File: src/verilog/urm_pkg.sv
// constants, register map and state encodings of one uart channel
// Operation
// - general bank reachable only while line format bit 7 is clear
// - divisor low and high bytes reachable only while line format bit 7 is set
// - enhanced control and flow characters reachable only while line format holds BFh
// - enhanced-function bits keep their value unless enhanced enable bit 4 is set
// - receive shift register assembles serial characters into a 64-entry receive fifo
// - receive framing follows the line format word length and parity settings; only one stop bit is checked
// - fifos disabled: received characters land in entry zero, overwriting
// - receive fifo full: new characters are dropped, receiver never stalls
// - each character carries its break, framing and parity status
// - written bytes queue in a 64-entry transmit fifo feeding the shifter
// - fifos disabled: transmit bytes still pass through fifo storage
// - transmit bytes written while storage is full are dropped
// - fifo control bit 0 enables both fifos; disabled after reset
// - transmission control and trigger level need enhanced enable and modem bit 6
// - fifo ready summary readable only with modem bit 2 set, loopback off
package urm_pkg;
  localparam int             FIFO_DEPTH  = 64;
  localparam int             PTR_W       = 6;
  localparam int             CNT_W       = 7;
  localparam logic [6:0]     FIFO_FULL   = 7'h40;
  localparam int             RX_W        = 11;
  localparam int             TICK_W      = 21;
  localparam logic [7:0]     LCR_ENH_KEY = 8'hBF;
  localparam logic [7:0]     REG_RST     = 8'h00;
  localparam logic [15:0]    DIV_MIN     = 16'h0001;
  localparam logic [3:0]     IIR_NONE    = 4'h1;
  localparam logic [7:0]     IER_ENH     = 8'hF0;
  localparam logic [7:0]     MCR_ENH     = 8'hE0;
  localparam logic [7:0]     FCR_ENH     = 8'h30;
  localparam int             LCR_DLAB    = 7;
  localparam int             LCR_BREAK   = 6;
  localparam int             LCR_STICK   = 5;
  localparam int             LCR_EVEN    = 4;
  localparam int             LCR_PAR     = 3;
  localparam int             LCR_STOP    = 2;
  localparam int             EFR_ENH     = 4;
  localparam int             MCR_TCR     = 6;
  localparam int             MCR_LOOP    = 4;
  localparam int             MCR_RDY     = 2;
  localparam int             FCR_EN      = 0;
  localparam int             FCR_RX_RST  = 1;
  localparam int             FCR_TX_RST  = 2;
  localparam logic [2:0]     ADR_HOLD    = 3'h0;
  localparam logic [2:0]     ADR_IER     = 3'h1;
  localparam logic [2:0]     ADR_FIFO    = 3'h2;
  localparam logic [2:0]     ADR_LCR     = 3'h3;
  localparam logic [2:0]     ADR_MCR     = 3'h4;
  localparam logic [2:0]     ADR_LSR     = 3'h5;
  localparam logic [2:0]     ADR_MSR     = 3'h6;
  localparam logic [2:0]     ADR_SPR     = 3'h7;

  typedef enum logic [4:0] {
    SEL_NONE, SEL_HOLD, SEL_IER, SEL_FIFO, SEL_LCR, SEL_MCR, SEL_LSR, SEL_MSR, SEL_SPR,
    SEL_TCR, SEL_TLR, SEL_RDY, SEL_DLL, SEL_DLH, SEL_EFR, SEL_RESUME_CHAR_ONE, SEL_RESUME_CHAR_TWO, SEL_PAUSE_CHAR_ONE,
    SEL_PAUSE_CHAR_TWO
  } urm_sel_t;

  typedef enum logic [2:0] {
    SER_IDLE   = 3'h0,
    SER_START  = 3'h1,
    SER_DATA   = 3'h3,
    SER_PARITY = 3'h2,
    SER_STOP   = 3'h6
  } urm_ser_t;
endpackage : urm_pkg

File: src/verilog/urm_fifo.sv
// 64-entry holding fifo with single-entry mode
module urm_fifo
  import urm_pkg::*;
#(
  parameter int W = 8
) (
  input  wire logic             mclk,
  input  wire logic             arst_n,
  input  wire logic             flush,
  input  wire logic             single,
  input  wire logic             overwrite,
  input  wire logic             push,
  input  wire logic [W-1:0]     push_data,
  input  wire logic             pop,
  output logic      [W-1:0]     pop_data,
  output logic                  empty,
  output logic                  full,
  output logic      [CNT_W-1:0] count
);
  logic [W-1:0]     mem [FIFO_DEPTH];
  logic [PTR_W-1:0] wr_ptr;
  logic [PTR_W-1:0] rd_ptr;
  logic             do_push;
  logic             do_pop;
  logic             grow;

  assign empty    = (count == '0);
  assign full     = single ? !empty : (count == FIFO_FULL);
  assign do_pop   = pop && !empty && !flush;
  assign do_push  = push && !flush && (!full || (single && overwrite));
  assign grow     = do_push && (!full || do_pop);
  assign pop_data = mem[rd_ptr];

  always_ff @(posedge mclk or negedge arst_n) begin
    if (!arst_n) begin
      wr_ptr <= '0;
      rd_ptr <= '0;
      count  <= '0;
    end else if (flush) begin
      wr_ptr <= '0;
      rd_ptr <= '0;
      count  <= '0;
    end else begin
      if (do_push) wr_ptr <= single ? '0 : PTR_W'(wr_ptr + 1'b1);
      if (do_pop) rd_ptr <= single ? '0 : PTR_W'(rd_ptr + 1'b1);
      count <= CNT_W'(count + {6'h00, grow} - {6'h00, do_pop});
    end
  end

  always_ff @(posedge mclk) begin
    if (do_push) mem[wr_ptr] <= push_data;
  end
endmodule : urm_fifo

File: src/verilog/urm_skid.sv
// two-entry buffer between transmit fifo and shifter
module urm_skid
  import urm_pkg::*;
(
  input  wire logic       mclk,
  input  wire logic       arst_n,
  input  wire logic       in_valid,
  output logic            in_ready,
  input  wire logic [7:0] in_data,
  output logic            out_valid,
  input  wire logic       out_ready,
  output logic      [7:0] out_data
);
  logic [7:0] slot0;
  logic [7:0] slot1;
  logic [1:0] fill;
  logic       take;
  logic       give;

  assign in_ready  = (fill != 2'h2);
  assign out_valid = (fill != 2'h0);
  assign out_data  = slot0;
  assign take      = in_valid && in_ready;
  assign give      = out_valid && out_ready;

  always_ff @(posedge mclk or negedge arst_n) begin
    if (!arst_n) begin
      slot0 <= 8'h00;
      slot1 <= 8'h00;
      fill  <= 2'h0;
    end else begin
      case ({take, give})
        2'b10: begin
          if (fill == 2'h0) slot0 <= in_data;
          else slot1 <= in_data;
          fill <= 2'(fill + 2'h1);
        end
        2'b01: begin
          slot0 <= slot1;
          fill  <= 2'(fill - 2'h1);
        end
        2'b11: begin
          slot0 <= (fill == 2'h1) ? in_data : slot1;
          slot1 <= in_data;
        end
        default: begin
        end
      endcase
    end
  end
endmodule : urm_skid

File: src/verilog/urm_top.sv
// one uart channel: banked register map, holding fifos and shifters
module urm_top
  import urm_pkg::*;
(
  input  wire logic       mclk,
  input  wire logic       arst_n,
  input  wire logic       cs_n,
  input  wire logic       rd_n,
  input  wire logic       wr_n,
  input  wire logic [2:0] addr,
  input  wire logic [7:0] data_in,
  output logic      [7:0] data_out,
  output logic            data_oe_n,
  input  wire logic       rx_pin,
  output logic            tx_pin
);
  logic [7:0]        line_format_control, ier, fifo_control, modem_control, spr, transmission_control, trigger_level, dll, divisor_high_byte, enhanced_feature_control;
  logic [7:0]        resume_char_one, resume_char_two, pause_char_one, pause_char_two, rd_val, lsr_val;
  logic              rd_prev, wr_prev, rd_act, wr_act, rd_go, wr_go, enh_en;
  urm_sel_t          sel;
  logic [RX_W-1:0]   rx_word, rx_top;
  logic              rx_push, rx_pop, rx_empty, rx_full, rx_flush, overrun;
  logic [CNT_W-1:0]  rx_count, tx_count;
  logic              tx_push, tx_pop, tx_empty, tx_full, tx_flush;
  logic [7:0]        tx_fifo_data, sk_data;
  logic              sk_in_ready, sk_valid, sk_ready;
  urm_ser_t          rx_state, tx_state;
  logic [TICK_W-1:0] rx_tick, tx_tick, bit_len, half_len, stop_len;
  logic [2:0]        rx_idx, tx_idx, last_idx;
  logic [7:0]        rx_sr, tx_sr;
  logic              rx_par, tx_par, tx_line, rx_line;
  logic [15:0]       div_eff;

  function automatic urm_sel_t decode(input logic [2:0] a, input logic [7:0] lc,
                                      input logic en, input logic [7:0] mc);
    urm_sel_t s;
    s = SEL_NONE;
    if (lc == LCR_ENH_KEY) begin
      case (a)
        ADR_HOLD: s = SEL_DLL;
        ADR_IER:  s = SEL_DLH;
        ADR_FIFO: s = SEL_EFR;
        ADR_LCR:  s = SEL_LCR;
        ADR_MCR:  s = SEL_RESUME_CHAR_ONE;
        ADR_LSR:  s = SEL_RESUME_CHAR_TWO;
        ADR_MSR:  s = SEL_PAUSE_CHAR_ONE;
        default:  s = SEL_PAUSE_CHAR_TWO;
      endcase
    end else if (lc[LCR_DLAB]) begin
      case (a)
        ADR_HOLD: s = SEL_DLL;
        ADR_IER:  s = SEL_DLH;
        ADR_LCR:  s = SEL_LCR;
        default:  s = SEL_NONE;
      endcase
    end else begin
      case (a)
        ADR_HOLD: s = SEL_HOLD;
        ADR_IER:  s = SEL_IER;
        ADR_FIFO: s = SEL_FIFO;
        ADR_LCR:  s = SEL_LCR;
        ADR_MCR:  s = SEL_MCR;
        ADR_LSR:  s = SEL_LSR;
        ADR_MSR:  s = (en && mc[MCR_TCR]) ? SEL_TCR : SEL_MSR;
        default: begin
          if (en && mc[MCR_TCR]) s = SEL_TLR;
          else if (mc[MCR_RDY] && !mc[MCR_LOOP]) s = SEL_RDY;
          else s = SEL_SPR;
        end
      endcase
    end
    return s;
  endfunction : decode

  function automatic logic [7:0] enh_merge(input logic [7:0] old, input logic [7:0] nw,
                                           input logic [7:0] mask, input logic en);
    return en ? nw : ((nw & ~mask) | (old & mask));
  endfunction : enh_merge

  function automatic logic parity_of(input logic [7:0] d, input logic [7:0] lc);
    return lc[LCR_STICK] ? !lc[LCR_EVEN] : ((^d) ^ !lc[LCR_EVEN]);
  endfunction : parity_of

  // host strobes act once per assertion
  assign rd_act  = !cs_n && !rd_n;
  assign wr_act  = !cs_n && !wr_n;
  assign rd_go   = rd_act && !rd_prev;
  assign wr_go   = wr_act && !wr_prev;
  assign enh_en  = enhanced_feature_control[EFR_ENH];
  assign sel     = decode(addr, line_format_control, enh_en, modem_control);

  always_ff @(posedge mclk or negedge arst_n) begin
    if (!arst_n) begin
      rd_prev <= 1'b0;
      wr_prev <= 1'b0;
    end else begin
      rd_prev <= rd_act;
      wr_prev <= wr_act;
    end
  end

  // register writes
  always_ff @(posedge mclk or negedge arst_n) begin
    if (!arst_n) begin
      line_format_control <= REG_RST; ier <= REG_RST; fifo_control <= REG_RST; modem_control <= REG_RST; spr <= REG_RST;
      transmission_control <= REG_RST; trigger_level <= REG_RST; dll <= REG_RST; divisor_high_byte <= REG_RST; enhanced_feature_control <= REG_RST;
      resume_char_one <= REG_RST; resume_char_two <= REG_RST; pause_char_one <= REG_RST; pause_char_two <= REG_RST;
    end else if (wr_go) begin
      case (sel)
        SEL_LCR:   line_format_control <= data_in;
        SEL_IER:   ier <= enh_merge(ier, data_in, IER_ENH, enh_en);
        SEL_MCR:   modem_control <= enh_merge(modem_control, data_in, MCR_ENH, enh_en);
        SEL_FIFO:  fifo_control <= enh_merge(fifo_control, data_in, FCR_ENH, enh_en) & 8'hF9;
        SEL_SPR:   spr <= data_in;
        SEL_TCR:   transmission_control <= data_in;
        SEL_TLR:   trigger_level <= data_in;
        SEL_DLL:   dll <= data_in;
        SEL_DLH:   divisor_high_byte <= data_in;
        SEL_EFR:   enhanced_feature_control <= data_in;
        SEL_RESUME_CHAR_ONE:  resume_char_one <= data_in;
        SEL_RESUME_CHAR_TWO:  resume_char_two <= data_in;
        SEL_PAUSE_CHAR_ONE: pause_char_one <= data_in;
        SEL_PAUSE_CHAR_TWO: pause_char_two <= data_in;
        default: begin
        end
      endcase
    end
  end

  // fifo flush on reset bits or enable change
  assign rx_flush = wr_go && (sel == SEL_FIFO) &&
                    (data_in[FCR_RX_RST] || (data_in[FCR_EN] != fifo_control[FCR_EN]));
  assign tx_flush = wr_go && (sel == SEL_FIFO) &&
                    (data_in[FCR_TX_RST] || (data_in[FCR_EN] != fifo_control[FCR_EN]));

  // read mux
  assign lsr_val = {!rx_empty && (|rx_top[10:8]),
                    tx_empty && !sk_valid && (tx_state == SER_IDLE), tx_empty,
                    rx_top[10] && !rx_empty, rx_top[9] && !rx_empty, rx_top[8] && !rx_empty,
                    overrun, !rx_empty};

  always_comb begin
    case (sel)
      SEL_HOLD:  rd_val = rx_top[7:0];
      SEL_IER:   rd_val = ier;
      SEL_FIFO:  rd_val = {fifo_control[FCR_EN], fifo_control[FCR_EN], 2'b00, IIR_NONE};
      SEL_LCR:   rd_val = line_format_control;
      SEL_MCR:   rd_val = modem_control;
      SEL_LSR:   rd_val = lsr_val;
      SEL_SPR:   rd_val = spr;
      SEL_TCR:   rd_val = transmission_control;
      SEL_TLR:   rd_val = trigger_level;
      SEL_RDY:   rd_val = {3'b000, !rx_empty, 3'b000, !tx_full};
      SEL_DLL:   rd_val = dll;
      SEL_DLH:   rd_val = divisor_high_byte;
      SEL_EFR:   rd_val = enhanced_feature_control;
      SEL_RESUME_CHAR_ONE:  rd_val = resume_char_one;
      SEL_RESUME_CHAR_TWO:  rd_val = resume_char_two;
      SEL_PAUSE_CHAR_ONE: rd_val = pause_char_one;
      SEL_PAUSE_CHAR_TWO: rd_val = pause_char_two;
      default:   rd_val = 8'h00;
    endcase
  end

  always_ff @(posedge mclk or negedge arst_n) begin
    if (!arst_n) begin
      data_out  <= 8'h00;
      data_oe_n <= 1'b1;
    end else begin
      data_oe_n <= !rd_act;
      if (rd_go) data_out <= rd_val;
    end
  end

  // overrun flag, set wins over read clear
  always_ff @(posedge mclk or negedge arst_n) begin
    if (!arst_n) overrun <= 1'b0;
    else if (rx_push && rx_full) overrun <= 1'b1;
    else if (rd_go && (sel == SEL_LSR)) overrun <= 1'b0;
  end

  // bit timing from divisor, 16 clocks per divisor step
  assign div_eff  = ({divisor_high_byte, dll} == 16'h0000) ? DIV_MIN : {divisor_high_byte, dll};
  assign bit_len  = {1'b0, div_eff, 4'h0};
  assign half_len = {1'b0, bit_len[TICK_W-1:1]};
  assign last_idx = 3'(3'h4 + {1'b0, line_format_control[1:0]});
  assign stop_len = !line_format_control[LCR_STOP] ? bit_len :
                    (last_idx == 3'h4) ? TICK_W'(bit_len + half_len) : {bit_len[TICK_W-2:0], 1'b0};
  assign rx_line  = modem_control[MCR_LOOP] ? tx_line : rx_pin;

  // receive shifter
  always_ff @(posedge mclk or negedge arst_n) begin
    if (!arst_n) begin
      rx_state <= SER_IDLE;
      rx_tick  <= '0;
      rx_idx   <= 3'h0;
      rx_sr    <= 8'h00;
      rx_par   <= 1'b0;
      rx_push  <= 1'b0;
      rx_word  <= '0;
    end else begin
      rx_push <= 1'b0;
      rx_tick <= TICK_W'(rx_tick + 1'b1);
      case (rx_state)
        SER_IDLE: begin
          rx_tick <= '0;
          if (!rx_line) begin
            rx_state <= SER_START;
            rx_sr    <= 8'h00;
            rx_idx   <= 3'h0;
          end
        end
        SER_START: begin
          if (rx_tick == half_len) begin
            rx_tick  <= '0;
            rx_state <= rx_line ? SER_IDLE : SER_DATA;
          end
        end
        SER_DATA: begin
          if (rx_tick == TICK_W'(bit_len - 1'b1)) begin
            rx_tick        <= '0;
            rx_sr[rx_idx]  <= rx_line;
            rx_idx         <= 3'(rx_idx + 3'h1);
            if (rx_idx == last_idx) rx_state <= line_format_control[LCR_PAR] ? SER_PARITY : SER_STOP;
          end
        end
        SER_PARITY: begin
          if (rx_tick == TICK_W'(bit_len - 1'b1)) begin
            rx_tick  <= '0;
            rx_par   <= rx_line;
            rx_state <= SER_STOP;
          end
        end
        SER_STOP: begin
          if (rx_tick == TICK_W'(bit_len - 1'b1)) begin
            rx_state <= SER_IDLE;
            rx_push  <= 1'b1;
            rx_word  <= {(rx_sr == 8'h00) && !rx_line && !(line_format_control[LCR_PAR] && rx_par),
                         !rx_line,
                         line_format_control[LCR_PAR] && (rx_par != parity_of(rx_sr, line_format_control)),
                         rx_sr};
          end
        end
        default: rx_state <= SER_IDLE;
      endcase
    end
  end

  assign rx_pop = rd_go && (sel == SEL_HOLD);

  urm_fifo #(.W(RX_W)) u_rx_fifo (
    .mclk      (mclk),
    .arst_n    (arst_n),
    .flush     (rx_flush),
    .single    (!fifo_control[FCR_EN]),
    .overwrite (1'b1),
    .push      (rx_push),
    .push_data (rx_word),
    .pop       (rx_pop),
    .pop_data  (rx_top),
    .empty     (rx_empty),
    .full      (rx_full),
    .count     (rx_count)
  );

  assign tx_push = wr_go && (sel == SEL_HOLD);
  assign tx_pop  = !tx_empty && sk_in_ready;

  urm_fifo #(.W(8)) u_tx_fifo (
    .mclk      (mclk),
    .arst_n    (arst_n),
    .flush     (tx_flush),
    .single    (!fifo_control[FCR_EN]),
    .overwrite (1'b0),
    .push      (tx_push),
    .push_data (data_in),
    .pop       (tx_pop),
    .pop_data  (tx_fifo_data),
    .empty     (tx_empty),
    .full      (tx_full),
    .count     (tx_count)
  );

  assign sk_ready = (tx_state == SER_IDLE);

  urm_skid u_tx_skid (
    .mclk      (mclk),
    .arst_n    (arst_n),
    .in_valid  (tx_pop),
    .in_ready  (sk_in_ready),
    .in_data   (tx_fifo_data),
    .out_valid (sk_valid),
    .out_ready (sk_ready),
    .out_data  (sk_data)
  );

  // transmit shifter
  always_ff @(posedge mclk or negedge arst_n) begin
    if (!arst_n) begin
      tx_state <= SER_IDLE;
      tx_tick  <= '0;
      tx_idx   <= 3'h0;
      tx_sr    <= 8'h00;
      tx_par   <= 1'b0;
      tx_line  <= 1'b1;
    end else begin
      tx_tick <= TICK_W'(tx_tick + 1'b1);
      case (tx_state)
        SER_IDLE: begin
          tx_tick <= '0;
          tx_line <= 1'b1;
          if (sk_valid) begin
            tx_state <= SER_START;
            tx_sr    <= sk_data;
            tx_par   <= parity_of(sk_data, line_format_control);
            tx_line  <= 1'b0;
            tx_idx   <= 3'h0;
          end
        end
        SER_START: begin
          if (tx_tick == TICK_W'(bit_len - 1'b1)) begin
            tx_tick  <= '0;
            tx_state <= SER_DATA;
            tx_line  <= tx_sr[0];
          end
        end
        SER_DATA: begin
          if (tx_tick == TICK_W'(bit_len - 1'b1)) begin
            tx_tick <= '0;
            tx_sr   <= {1'b0, tx_sr[7:1]};
            tx_idx  <= 3'(tx_idx + 3'h1);
            if (tx_idx == last_idx) begin
              tx_state <= line_format_control[LCR_PAR] ? SER_PARITY : SER_STOP;
              tx_line  <= line_format_control[LCR_PAR] ? tx_par : 1'b1;
            end else begin
              tx_line <= tx_sr[1];
            end
          end
        end
        SER_PARITY: begin
          if (tx_tick == TICK_W'(bit_len - 1'b1)) begin
            tx_tick  <= '0;
            tx_state <= SER_STOP;
            tx_line  <= 1'b1;
          end
        end
        SER_STOP: begin
          if (tx_tick == TICK_W'(stop_len - 1'b1)) tx_state <= SER_IDLE;
        end
        default: tx_state <= SER_IDLE;
      endcase
    end
  end

  always_ff @(posedge mclk or negedge arst_n) begin
    if (!arst_n) tx_pin <= 1'b1;
    else tx_pin <= modem_control[MCR_LOOP] | (tx_line & !line_format_control[LCR_BREAK]);
  end
endmodule : urm_top

File: config.mk
export PLATFORM = sky130hd
export DESIGN_NAME = urm_top
export DESIGN_NICKNAME = d
export VERILOG_FILES = /design/src/verilog/urm_pkg.sv /design/src/verilog/urm_fifo.sv /design/src/verilog/urm_skid.sv /design/src/verilog/urm_top.sv
export SDC_FILE = /design/constraint.sdc
export NUM_CORES = 2
export LEC_CHECK = 0
export BUFFER_PORTS_ARGS = -buffer_cell sky130_fd_sc_hd__buf_2
export CORE_MARGIN = 2
export CORE_UTILIZATION = 63
export DETAILED_ROUTE_END_ITERATION = 8
export PLACE_DENSITY = 0.83
export SLEW_MARGIN = 10
export SYNTH_ARGS = -nofsm -noshare
export SYNTH_HDL_FRONTEND = slang
export SYNTH_SLANG_ARGS = --single-unit
File: constraint.sdc
create_clock -name mclk -period 5.7 [get_ports mclk]
set_clock_uncertainty 0.2 [all_clocks]
set_input_delay 0.57 -clock mclk [delete_from_list [all_inputs] [get_ports mclk]]
set_output_delay 0.57 -clock mclk [all_outputs]
set_load 0.05 [all_outputs]
==> results by group <==
Clocking
  • Clock latency on the worst-skew pair: 770 ps
  • Post-CTS setup buffers: 0
  • CTS Root Buffer Type: clkbuf_16
  • CTS Buf Count: 145
  • Clock Sinks: 1475
  • H-tree levels: 4
  • CTS clk-pin slew, worst paths: 60 ps
  • CTS tree: built
  • CTS max path bufs: 3

Timing
  • Post-layout min period: between 5000 and 6000 ps
  • Slew Limit Fails: 0
  • Worst-Margin Slew: about 1300 ps
  • Slew headroom: roughly 16%
  • RSZ-0062 raised after global routing: no
  • Final hold violation count: 0
  • Setup TNS: 0 ps
  • Fin crit share: around 94%
  • FMAX: 187 MHz
  • Final Setup Violations: 0

Floorplanning
  • Cell row count: 116
  • Vert. Die Dim: 323 µm
  • Overall die width: around 320 µm
  • Die ar.: 104000 µm²
  • Initial core utilization: 63.7%
  • Io pins: 27
  • Core Region: roughly 100000 µm²

Power
  • Int Pwr: 19.0 mW
  • Switching Power: 7.33 mW
  • Leakage: 24.6 nW
  • Clock share of power: 34.9%
  • VDD IR-drop max: 0.299 mV
  • Comb pwr share: 18.1%
  • Power per cell area: 374 nW/µm²
  • Seq pwr share: a little under half
  • Sw Share: 27.8%

Synthesis
  • Syn Inst Count: approximately 4.0k
  • Count leader, synth: edfxtp_1
  • Ys async rst share: 17.6%
  • Most frequent cells after synthesis: 1216 x edfxtp_1, 280 x nor2_1, 259 x mux4_2, 256 x dfrtp_1, 205 x nand2_1
  • Synth top area cells: edfxtp_1 57%, dfrtp_1 10%, mux4_2 9.1%
  • Most used DFF post-synth: edfxtp_1
  • Synth unique cells: 102
  • Sequential share of the synthesized area: 67.3%
  • Post-synth top area share: 57.1%
  • Cell Area, Synth: 63900 µm²
  • Register bit total from synthesis: about 1.5k
  • Syn avg cell area: ~16 µm²
  • EDFF count, synth: 1216
  • Cell taking the most area after synthesis: edfxtp_1
  • Synth Warn #: 0
  • Post-Syn Nets: 4135

Routing
  • DR iter-0 viols: 5654
  • DRT antenna net count: 0
  • Wire length per cell: 29.8 µm
  • DRT Pass-1 Iters: 8
  • DRT Wirelength: 166 mm
  • Vias per cell: 6.94
  • Via count: roughly 39k
  • # DRC: 0

Setup path
  • Crit end category: flop
  • CP Data Arrival Time: 5760 ps
  • Type of origin of the critical path: flop
  • Worst Path Max Fanout: 13
  • Worst endpoint required time: 6120 ps
  • WS Path Type: flop to flop
  • Flop2flop setup slack: 360 ps

Global routing
  • Largest net degree at the start of global routing: 116
  • Initial antenna violation count: 1
  • Gr usage total: 32.3%
  • First-pass GRT wire length: 248 mm
  • Grt ovf: 0
  • Vias in the first global route: 38.1k

Placement
  • Hpwl dp: between 90 and 100 mm
  • Gp weighted congestion: around 0.96
  • IO Port Bufs: 26

Status
  • Status: complete, no violations

Layout
  • Final nets: 4181
  • Fillers: roughly 6.0k
  • Synth-to-Final Area Change: 10.1%
  • Layout cells sized above 1: between 10% and 20%
  • Final core utilization: 70.2%

Run
  • Max cap viols: 0

Min path
  • HP Class: input port to flop
[registers in the layout, summed over array words and instances, names as in the netlist, 11 cells and up]
| register | flops |
|---|---|
| rx_tick | 21 |
| rx_word | 11 |
| u_tx_fifo.mem | 512 |
| tx_tick | 21 |
| u_rx_fifo.mem | 704 |
[worst max-delay path: stages, from the launching register on]
cell,delay [ps]
dfrtp_1,460
inv_1,160
ha_1,310
and4b_1,380
nand3_4,230
nand2_1,200
ha_1,320
a21oi_1,320
a21boi_0,160
or4_1,430
a31oi_2,330
nand3_1,260
nand4b_1,380
a2111oi_0,460
nor3_1,130
a2111oi_2,340
o22ai_1,130
[power groups by stage]
stage / combinational [mW] / clock [mW] / sequential (mW)
finish: 4.77 / 9.19 / 12.4
CTS: 4.73 / 9.23 / 12.4
global placement: 4.53 / 0 / 12.6
floorplan: 3.49 / 0 / 12.4
detailed placement: 4.64 / 0 / 12.6
global route: 5.16 / 9.61 / 12.4
[repair_timing]
action	in CTS	in global routing
endpoints found under the setup margin	0	12
gates resized for setup	0	3
hold buffers	6	0
hold endpoints to repair	107	0
[layer usage]
metal	wire length, µm	global-route usage [%]
met1	61400	44.5
met2	79600	51.8
met3	18200	6.93
met4	6720	11.5
met5	0	0
[logic make-up (layout without fill, tap and decap cells)]
family,count (synthesis),after routing,share of synthesized area (%)
adder cells (fa/ha/maj),81,81,1.62
XOR/XNOR,141,141,2.08
multiplexers,570,570,14.3
other,0,1,0
AO/OA/AOI/OAI,620,620,6.46
AND/OR/NAND/NOR,813,813,6.21
buffers and inverters,338,501,2.05
flip-flops,1475,1475,67.3
[placed cells by master (no fill, tap or decap), drive strengths merged, types with 35 or more instances in the layout]
cell,synthesis,layout
a22oi,52,52
mux2i,151,151
a21oi,140,140
clkinv,1,62
inv,90,95
xor2,48,48
a221oi,35,35
ha,77,77
dfrtp,256,256
mux2,160,160
nand2,205,205
clkbuf,175,196
nor2,281,281
xnor2,86,86
nand3,85,85
mux4,259,259
o21ai,164,164
buf,72,140
nor3,39,39
edfxtp,1216,1216
[through the flow]
stage                     total power, mW  hold WS [ps]  std cells  setup WS (ps)  cell area (µm²)
final                                26.3          84.4       5559            358            70400
after CTS                            26.3          25.0       5557            237            70400
after global routing                 27.2          75.7       5558           2.47            70400
after floorplan                      15.9          74.4       4038            405            63900
after global placement               17.1           248       5287            431            65800
after detailed placement             17.2           263       5287            252            65800
[worst paths after layout]
path                                                   end  cells after the start                        startpoint
max reg2reg                        tx_state[1]$_DFFE_PN0P_                     16  divisor_high_byte[5]$_DFFE_PN0P_
min in group asynchronous             tx_tick[2]$_DFF_PN0_                      2                            arst_n
max                                tx_state[1]$_DFFE_PN0P_                     16  divisor_high_byte[5]$_DFFE_PN0P_
max in group asynchronous  u_rx_fifo.rd_ptr[1]$_DFFE_PN0P_                      3                            arst_n
min reg2reg                           tx_tick[0]$_DFF_PN0_                      1              tx_tick[0]$_DFF_PN0_
min                                      rd_prev$_DFF_PN0_                      3                              cs_n
[area by class of cell]
type,instances,area [µm²],share of cell area (%)
Antenna cell,1,2.50,0.00356
Clock buffer,196,3950,5.62
Clock inverter,68,558,0.793
Inverter,91,342,0.485
Multi-Input combinational cell,2225,19600,27.9
Sequential cell,1475,43000,61.1
Tap cell,1357,1700,2.41
Timing Repair Buffer,146,1170,1.66
(Power assumes the default switching activity.)
